===== src/prsp_pkg.sv =====
package prsp_pkg;

  // Register map. The printed offset 29h is not a multiple of four, so it is an index.
  localparam logic [7:0]  PRSP_PORT_CTRL_IDX = 8'h29;
  localparam logic [11:0] PRSP_PORT_CTRL_ADDR = {2'h0, PRSP_PORT_CTRL_IDX, 2'h0};
  localparam logic [11:0] PRSP_STATUS_ADDR    = 12'h0B0;

  // Field positions inside port_policy_control.
  localparam int PRSP_ACC_DATA_UFP_BIT = 12;
  localparam int PRSP_START_TO_SRC_BIT = 7;
  localparam int PRSP_ACC_TO_SRC_BIT   = 6;
  localparam int PRSP_START_TO_SNK_BIT = 5;
  localparam int PRSP_ACC_TO_SNK_BIT   = 4;
  localparam int PRSP_CUR_LO_BIT       = 0;
  localparam int PRSP_CUR_HI_BIT       = 1;

  // Implemented bits; reserved bits 11..8 and 3..2 and everything above 12 read zero.
  localparam logic [31:0] PRSP_CTRL_MASK  = 32'h0000_10F3;
  localparam logic [31:0] PRSP_CTRL_RESET = 32'h0000_1052;

  typedef enum logic [1:0] {
    PRSP_CUR_DEFAULT  = 2'h0,
    PRSP_CUR_1A5      = 2'h1,
    PRSP_CUR_3A0      = 2'h2,
    PRSP_CUR_RESERVED = 2'h3
  } prsp_cur_t;

  typedef enum logic [1:0] {
    PRSP_RESP_OK     = 2'h0,
    PRSP_RESP_SLVERR = 2'h2
  } prsp_resp_t;

  // Swap request from the policy engine and the policy snapshot taken at each invocation.
  typedef struct packed {
    logic to_data_ufp;
    logic to_source;
    logic to_sink;
  } prsp_swap_req_t;

  typedef struct packed {
    logic accept_data_ufp;
    logic start_to_source;
    logic accept_to_source;
    logic start_to_sink;
    logic accept_to_sink;
    logic [1:0] cur_sel;
  } prsp_policy_t;

endpackage


===== src/prsp_port_policy.sv =====
`timescale 1ns/1ps
// Function
// RL1 - Accept-to-UFP bit decides data-role swap answer
// RL2 - Start-to-source bit starts swaps while sink
// RL3 - Accept-to-source bit decides power swap answer
// RL4 - Start-to-sink bit starts swaps while source
// RL5 - Accept-to-sink bit decides power swap answer
// RL6 - Current field selects default, 1.5A, 3.0A
// RL7 - Ignore current unless source enabled and active
// RL8 - Explicit contract drives collision-avoidance Rp instead
// RL9 - Supply low forces default current advertisement
// RL10 - Writes act only at next policy invocation
module prsp_port_policy
  import prsp_pkg::*;
(
  input  wire logic           aclk,
  input  wire logic           aresetn,
  input  wire logic [11:0]    s_axi_awaddr,
  input  wire logic           s_axi_awvalid,
  output logic                s_axi_awready,
  input  wire logic [31:0]    s_axi_wdata,
  input  wire logic [3:0]     s_axi_wstrb,
  input  wire logic           s_axi_wvalid,
  output logic                s_axi_wready,
  output logic [1:0]          s_axi_bresp,
  output logic                s_axi_bvalid,
  input  wire logic           s_axi_bready,
  input  wire logic [11:0]    s_axi_araddr,
  input  wire logic           s_axi_arvalid,
  output logic                s_axi_arready,
  output logic [31:0]         s_axi_rdata,
  output logic [1:0]          s_axi_rresp,
  output logic                s_axi_rvalid,
  input  wire logic           s_axi_rready,
  input  wire logic           policy_invoke,
  input  wire prsp_swap_req_t swap_req,
  input  wire logic           is_sink,
  input  wire logic           is_source,
  input  wire logic           source_enabled,
  input  wire logic           explicit_contract,
  input  wire logic [1:0]     collision_rp_sel,
  input  wire logic           supply_5v_input,
  output logic                swap_decision_valid,
  output logic                swap_accept,
  output logic                swap_reject,
  output logic                start_power_swap,
  output logic [1:0]          rp_advertise
);

  logic [31:0]  ctrl_q;
  prsp_policy_t active_q;
  logic         aw_held_q;
  logic [11:0]  awaddr_q;
  logic         w_held_q;
  logic [31:0]  wdata_q;
  logic [3:0]   wstrb_q;
  logic         supply_ok;
  logic         do_write;
  logic [1:0]   rp_d;

  prsp_sync #(
    .WIDTH (1)
  ) u_supply_sync (
    .aclk     (aclk),
    .aresetn  (aresetn),
    .async_in (supply_5v_input),
    .sync_out (supply_ok)
  );

  // Address and data are caught independently and the write fires once both are held.
  assign do_write = aw_held_q && w_held_q && !s_axi_bvalid;

  always_ff @(posedge aclk) begin
    if (!aresetn) begin
      aw_held_q     <= 1'b0;
      awaddr_q      <= 12'h000;
      s_axi_awready <= 1'b0;
    end else begin
      s_axi_awready <= !aw_held_q && !s_axi_awready;
      if (s_axi_awvalid && s_axi_awready) begin
        aw_held_q <= 1'b1;
        awaddr_q  <= s_axi_awaddr;
      end else if (do_write) begin
        aw_held_q <= 1'b0;
      end
    end
  end

  always_ff @(posedge aclk) begin
    if (!aresetn) begin
      w_held_q     <= 1'b0;
      wdata_q      <= 32'h0000_0000;
      wstrb_q      <= 4'h0;
      s_axi_wready <= 1'b0;
    end else begin
      s_axi_wready <= !w_held_q && !s_axi_wready;
      if (s_axi_wvalid && s_axi_wready) begin
        w_held_q <= 1'b1;
        wdata_q  <= s_axi_wdata;
        wstrb_q  <= s_axi_wstrb;
      end else if (do_write) begin
        w_held_q <= 1'b0;
      end
    end
  end

  // Storing only; apart from the register readback, nothing sees the new value until the next invocation.
  always_ff @(posedge aclk) begin
    if (!aresetn) begin
      ctrl_q <= PRSP_CTRL_RESET;
    end else if (do_write && awaddr_q == PRSP_PORT_CTRL_ADDR) begin
      for (int b = 0; b < 4; b++) begin
        if (wstrb_q[b]) begin
          ctrl_q[b*8 +: 8] <= wdata_q[b*8 +: 8] & PRSP_CTRL_MASK[b*8 +: 8]; // RL10
        end
      end
    end
  end

  always_ff @(posedge aclk) begin
    if (!aresetn) begin
      s_axi_bvalid <= 1'b0;
      s_axi_bresp  <= PRSP_RESP_OK;
    end else if (do_write) begin
      s_axi_bvalid <= 1'b1;
      s_axi_bresp  <= (awaddr_q == PRSP_PORT_CTRL_ADDR) ? PRSP_RESP_OK : PRSP_RESP_SLVERR;
    end else if (s_axi_bready) begin
      s_axi_bvalid <= 1'b0;
    end
  end

  // Reads take one request at a time; arready is withheld while data waits.
  always_ff @(posedge aclk) begin
    if (!aresetn) begin
      s_axi_arready <= 1'b0;
      s_axi_rvalid  <= 1'b0;
      s_axi_rdata   <= 32'h0000_0000;
      s_axi_rresp   <= PRSP_RESP_OK;
    end else begin
      s_axi_arready <= !s_axi_rvalid && !s_axi_arready && !s_axi_arvalid ? 1'b1 :
                       (!s_axi_rvalid && !(s_axi_arvalid && s_axi_arready));
      if (s_axi_arvalid && s_axi_arready) begin
        s_axi_arready <= 1'b0;
        s_axi_rvalid  <= 1'b1;
        if (s_axi_araddr == PRSP_PORT_CTRL_ADDR) begin
          s_axi_rdata <= ctrl_q;
          s_axi_rresp <= PRSP_RESP_OK;
        end else if (s_axi_araddr == PRSP_STATUS_ADDR) begin
          s_axi_rdata <= {25'h0, active_q};
          s_axi_rresp <= PRSP_RESP_OK;
        end else begin
          s_axi_rdata <= 32'h0000_0000;
          s_axi_rresp <= PRSP_RESP_SLVERR;
        end
      end else if (s_axi_rready) begin
        s_axi_rvalid <= 1'b0;
      end
    end
  end

  // The policy engine samples the register only when it invokes a policy.
  always_ff @(posedge aclk) begin
    if (!aresetn) begin
      // The snapshot starts out equal to the register's own reset fields.
      active_q <= prsp_policy_t'({PRSP_CTRL_RESET[PRSP_ACC_DATA_UFP_BIT],
                                  PRSP_CTRL_RESET[PRSP_START_TO_SRC_BIT:PRSP_ACC_TO_SNK_BIT],
                                  PRSP_CTRL_RESET[PRSP_CUR_HI_BIT:PRSP_CUR_LO_BIT]});
    end else if (policy_invoke) begin
      active_q.accept_data_ufp  <= ctrl_q[PRSP_ACC_DATA_UFP_BIT]; // RL10
      active_q.start_to_source  <= ctrl_q[PRSP_START_TO_SRC_BIT];
      active_q.accept_to_source <= ctrl_q[PRSP_ACC_TO_SRC_BIT];
      active_q.start_to_sink    <= ctrl_q[PRSP_START_TO_SNK_BIT];
      active_q.accept_to_sink   <= ctrl_q[PRSP_ACC_TO_SNK_BIT];
      active_q.cur_sel          <= ctrl_q[PRSP_CUR_HI_BIT:PRSP_CUR_LO_BIT];
    end
  end

  // Swap answers use the policy as it stood at the invocation that carried the request.
  always_ff @(posedge aclk) begin
    if (!aresetn) begin
      swap_decision_valid <= 1'b0;
      swap_accept         <= 1'b0;
      swap_reject         <= 1'b0;
    end else begin
      swap_decision_valid <= policy_invoke && (|swap_req);
      swap_accept <= 1'b0;
      swap_reject <= 1'b0;
      if (policy_invoke) begin
        if (swap_req.to_data_ufp) begin
          swap_accept <= ctrl_q[PRSP_ACC_DATA_UFP_BIT]; // RL1
          swap_reject <= !ctrl_q[PRSP_ACC_DATA_UFP_BIT]; // RL1
        end else if (swap_req.to_source) begin
          swap_accept <= ctrl_q[PRSP_ACC_TO_SRC_BIT]; // RL3
          swap_reject <= !ctrl_q[PRSP_ACC_TO_SRC_BIT]; // RL3
        end else if (swap_req.to_sink) begin
          swap_accept <= ctrl_q[PRSP_ACC_TO_SNK_BIT]; // RL5
          swap_reject <= !ctrl_q[PRSP_ACC_TO_SNK_BIT]; // RL5
        end
      end
    end
  end

  // A one-cycle request to start a power-role swap, only when the current role allows it.
  always_ff @(posedge aclk) begin
    if (!aresetn) begin
      start_power_swap <= 1'b0;
    end else begin
      start_power_swap <= policy_invoke && !(|swap_req) &&
                          ((is_sink && ctrl_q[PRSP_START_TO_SRC_BIT]) || // RL2
                           (is_source && ctrl_q[PRSP_START_TO_SNK_BIT])); // RL4
    end
  end

  always_comb begin
    rp_d = rp_advertise;
    if (policy_invoke) begin
      if (!supply_ok) begin
        rp_d = PRSP_CUR_DEFAULT; // RL9
      end else if (explicit_contract) begin
        rp_d = collision_rp_sel; // RL8
      end else if (!(source_enabled && is_source)) begin
        rp_d = PRSP_CUR_DEFAULT; // RL7
      end else begin
        case (ctrl_q[PRSP_CUR_HI_BIT:PRSP_CUR_LO_BIT])
          PRSP_CUR_1A5: rp_d = PRSP_CUR_1A5; // RL6
          PRSP_CUR_3A0: rp_d = PRSP_CUR_3A0; // RL6
          default:      rp_d = PRSP_CUR_DEFAULT; // RL6
        endcase
      end
    end
  end

  always_ff @(posedge aclk) begin
    if (!aresetn) begin
      rp_advertise <= PRSP_CUR_DEFAULT;
    end else begin
      rp_advertise <= rp_d;
    end
  end

endmodule


===== src/prsp_sync.sv =====
`timescale 1ns/1ps
module prsp_sync
  import prsp_pkg::*;
#(
  parameter int WIDTH = 1
) (
  input  wire logic             aclk,
  input  wire logic             aresetn,
  input  wire logic [WIDTH-1:0] async_in,
  output logic      [WIDTH-1:0] sync_out
);

  logic [WIDTH-1:0] meta_q;

  if (WIDTH < 1) begin
    $error("prsp_sync needs WIDTH of at least one");
  end

  // The first stage feeds only the second stage.
  always_ff @(posedge aclk) begin
    if (!aresetn) begin
      meta_q   <= '0;
      sync_out <= '0;
    end else begin
      meta_q   <= async_in;
      sync_out <= meta_q;
    end
  end

endmodule


===== config.mk =====
export PLATFORM = sky130hd
export DESIGN_NAME = prsp_port_policy
export DESIGN_NICKNAME = d
export VERILOG_FILES = /design/src/prsp_pkg.sv /design/src/prsp_port_policy.sv /design/src/prsp_sync.sv
export SDC_FILE = /design/constraint.sdc
export NUM_CORES = 1
export LEC_CHECK = 0
export BUFFER_PORTS_ARGS = -buffer_cell sky130_fd_sc_hd__buf_2
export CAP_MARGIN = 30
export CORE_MARGIN = 10
export CORE_UTILIZATION = 30
export CTS_BUF_LIST = sky130_fd_sc_hd__clkbuf_2 sky130_fd_sc_hd__clkbuf_4 sky130_fd_sc_hd__clkbuf_8
export DETAILED_ROUTE_END_ITERATION = 6
export HOLD_SLACK_MARGIN = 0.1
export PLACE_DENSITY = 0.64
export SETUP_SLACK_MARGIN = 0.05
export SYNTH_ARGS = -nofsm -noshare
export SYNTH_HDL_FRONTEND = slang
export SYNTH_SLANG_ARGS = --single-unit
export TNS_END_PERCENT = 50

===== constraint.sdc =====
create_clock -name aclk -period 2.1 [get_ports aclk]
set_clock_uncertainty 0.05 [all_clocks]
set_input_delay 0.42 -clock aclk [delete_from_list [all_inputs] [get_ports aclk]]
set_output_delay 0.42 -clock aclk [all_outputs]
set_load 0.005 [all_outputs]

==> metrics.cfg <==
[timing]
timing.final.ws_setup_ns = 0.408
relSlewSlack_pct = 52.2
tightestPinTransition_ns = 0.716
max_freq_mhz = 591
setup_tns_ns = 0
setup_viol = 0
rsz0062_at_grt = false
fin_crit_sh_pct = 80.6
fin_crit_ns = 1.69
slew_violations = 0
hold_viol = 0

[logic_synthesis]
synth.distinct_cells = 37
ys_top_cells_by_area = dfxtp_1, nand2_1, buf_4
seq_area_frac_synth_pct = 47.1
yosys_warnings = 0
yosys.area_share.adder_pct = 0
asyncSetResetFlopFracSynth_pct = 0
synth-edff-count = 0
ys_ff_latch = 61
netlist_area_um2 = 2590
postSynthCellCount = 283
ys_dominant_reg_cell = dfxtp_1
synth_top_area_share_pct = 47.1
yosys.cell_count.top_type = nand2_1
synth_simple_gate_area_share_pct = 24.1
synth_top_cell_by_area = dfxtp_1
syn-mean-instance-area_um2 = 9.17
synthTopCellsByCount = nand2_1, dfxtp_1, buf_4, a21boi_0, nor2b_1
synth_top_family_by_area = simple AND/OR/NAND/NOR gates
synth-xor-area-share_pct = 0
synth_compound_area_share_pct = 13.6
synthMuxAreaShare_pct = 5.83

[power]
total_power_w = 0.00251
powerDensity_nw_per_um2 = 789
switching_share_pct = 22.6
seqPwrFrac_pct = 48.4
peakVddDrop_v = 0.000399
clkPwrFrac_pct = 43.6
combinationalPowerShare_pct = 8.0
p_int_w = 0.00194
p_leak_nw = 1.33
power_switching_w = 0.000568

[clock_network]
path_clk_slew_ns = 0.06
htreeDepth = 3
post_cts_buffers = 0
post_cts_resize_count = 0
clock_sinks = 61
clock_latency_ns = 0.34
holdBufCountCts = 0
cts_tree = yes
numCtsBuffers = 9
cts.path.max_buffers = 2
root_buffer = clkbuf_8

[outcome]
status = finished clean

[min_path]
hold_class = in2reg

[placement]
hpwl_um = 4730
place.gp.congestion = 0.708
place_inst = 450
place_ws_ns = 0.163
place_area_um2 = 2970
port-buffer-count = 72

[global_route]
antenna_found_initial = 0
grt_pass1_wl_um = 10100
grt_max_degree = 54
grt_use_total_pct = 9.56
grt_overflow = 0
first_global_vias = 2138

[cells_and_area]
drive_above_1_share_pct = 27.7
fin_cells = 466
fill_cells = 855
final_cell_area_um2 = 3180
antennaDiodeCount = 0
syn2layout_area_growth_pct = 22.6
nets = 434

[detailed_routing]
wl_per_cell_um = 13.1
first_iter_violations = 81
ant_nets = 0
via_per_inst = 4.39
post-route-drc-count = 0
drtPass1Iterations = 4
vias = 2045
wl_um = 6120

[setup_path]
cp_max_fo = 3
cp-start-kind = flip-flop
cp-end-kind = flip-flop
arrival_ns = 1.87
critical_path_class = reg2reg
crit_required_ns = 2.28

[floorplanning]
rows = 33
initial_core_util_pct = 31.3
die-area_um2 = 12800
die_w_um = 113
dieHeight_um = 113
core_area_um2 = 8300
ioPinCount = 125

[run]
cap_violations = 0

==> per-layer routing <==
metal  GRT usage (%)  wire [um]  vias up
li1                -          -     1055
met5               0          0        -
met2            13.9       2570       77
met4            3.05         72        0
met1            11.1       2720      904
met3            6.34        763        9
==> cells in the final DEF, fill, tap and decap left out, drive strengths merged, types with 3 or more instances in the layout <==
cell,count
buf,75
dfxtp,61
conb,25
mux2i,14
and2,5
nand2b,4
nor2b,15
a32o,4
o21ai,8
a21boi,25
clkbuf,13
a22oi,6
nor3b,3
nand2,64
nor4,4
a21oi,3
nor2,4
or4,4
==> through the flow <==
| stage | hold WS (ns) | utilization [%] |
|---|---|---|
| 2_1_floorplan | 0.362 | - |
| 3_3_place_gp | 0.367 | 35.7 |
| 3_5_place_dp | 0.371 | 35.7 |
| 4_1_cts | 0.229 | 38.3 |
| 5_1_grt | 0.228 | 38.3 |
| 6_report | 0.243 | 38.3 |
==> sequential cells by signal, summed over array words and instances (netlist names), 2 cells and up <==
register and count:
awaddr_q 12, wdata_q 7, ctrl_q 7, rp_advertise 2
active_q 7, s_axi_rdata 9, wstrb_q 2
==> final timing paths <==
| check | start | endpoint | slack (ns) | cells past startpoint |
|---|---|---|---|---|
| min reg2reg | u_supply_sync.meta_q$_SDFF_PN0_ | u_supply_sync.sync_out$_SDFF_PN0_ | 0.38 | 1 |
| min | supply_5v_input | u_supply_sync.meta_q$_SDFF_PN0_ | 0.24 | 2 |
| max | awaddr_q[9]$_SDFFE_PN0P_ | s_axi_bresp[1]$_SDFFE_PN0P_ | 0.41 | 3 |
| max reg2reg | awaddr_q[9]$_SDFFE_PN0P_ | s_axi_bresp[1]$_SDFFE_PN0P_ | 0.41 | 3 |
==> area by class of cell <==
cell class | instances | area (um^2) | share of cell area, %
Multi-Input combinational cell | 207 | 1220 | 38.5
Sequential cell | 61 | 1220 | 38.4
Timing Repair Buffer | 75 | 383 | 12.0
Clock buffer | 13 | 173 | 5.43
Tap cell | 105 | 131 | 4.13
Clock inverter | 3 | 42.5 | 1.34
Inverter | 2 | 7.51 | 0.236
==> power by group through the flow <==
| stage | logic (W) | registers (W) | clock network (W) |
|---|---|---|---|
| detailed placement | 0.000203 | 0.00124 | 0 |
| global route | 0.000232 | 0.00122 | 0.00118 |
| floorplan | 0.000150 | 0.00124 | 0 |
| finish | 0.000200 | 0.00121 | 0.00110 |
| CTS | 0.000203 | 0.00121 | 0.00113 |
| global placement | 0.000199 | 0.00124 | 0 |
==> worst max-delay path: stages, from the launching register on <==
cell and delay (ns):
dfxtp_1 0.31, or4_4 0.57, or4_1 0.47, and3_1 0.18
==> cells by family after synthesis <==
family	count (synthesis)
multiplexers	15
buffers and inverters	39
other	1
AND/OR/NAND/NOR	118
flip-flops	61
AO/OA/AOI/OAI	49
Power figures use the tool's default switching activity.
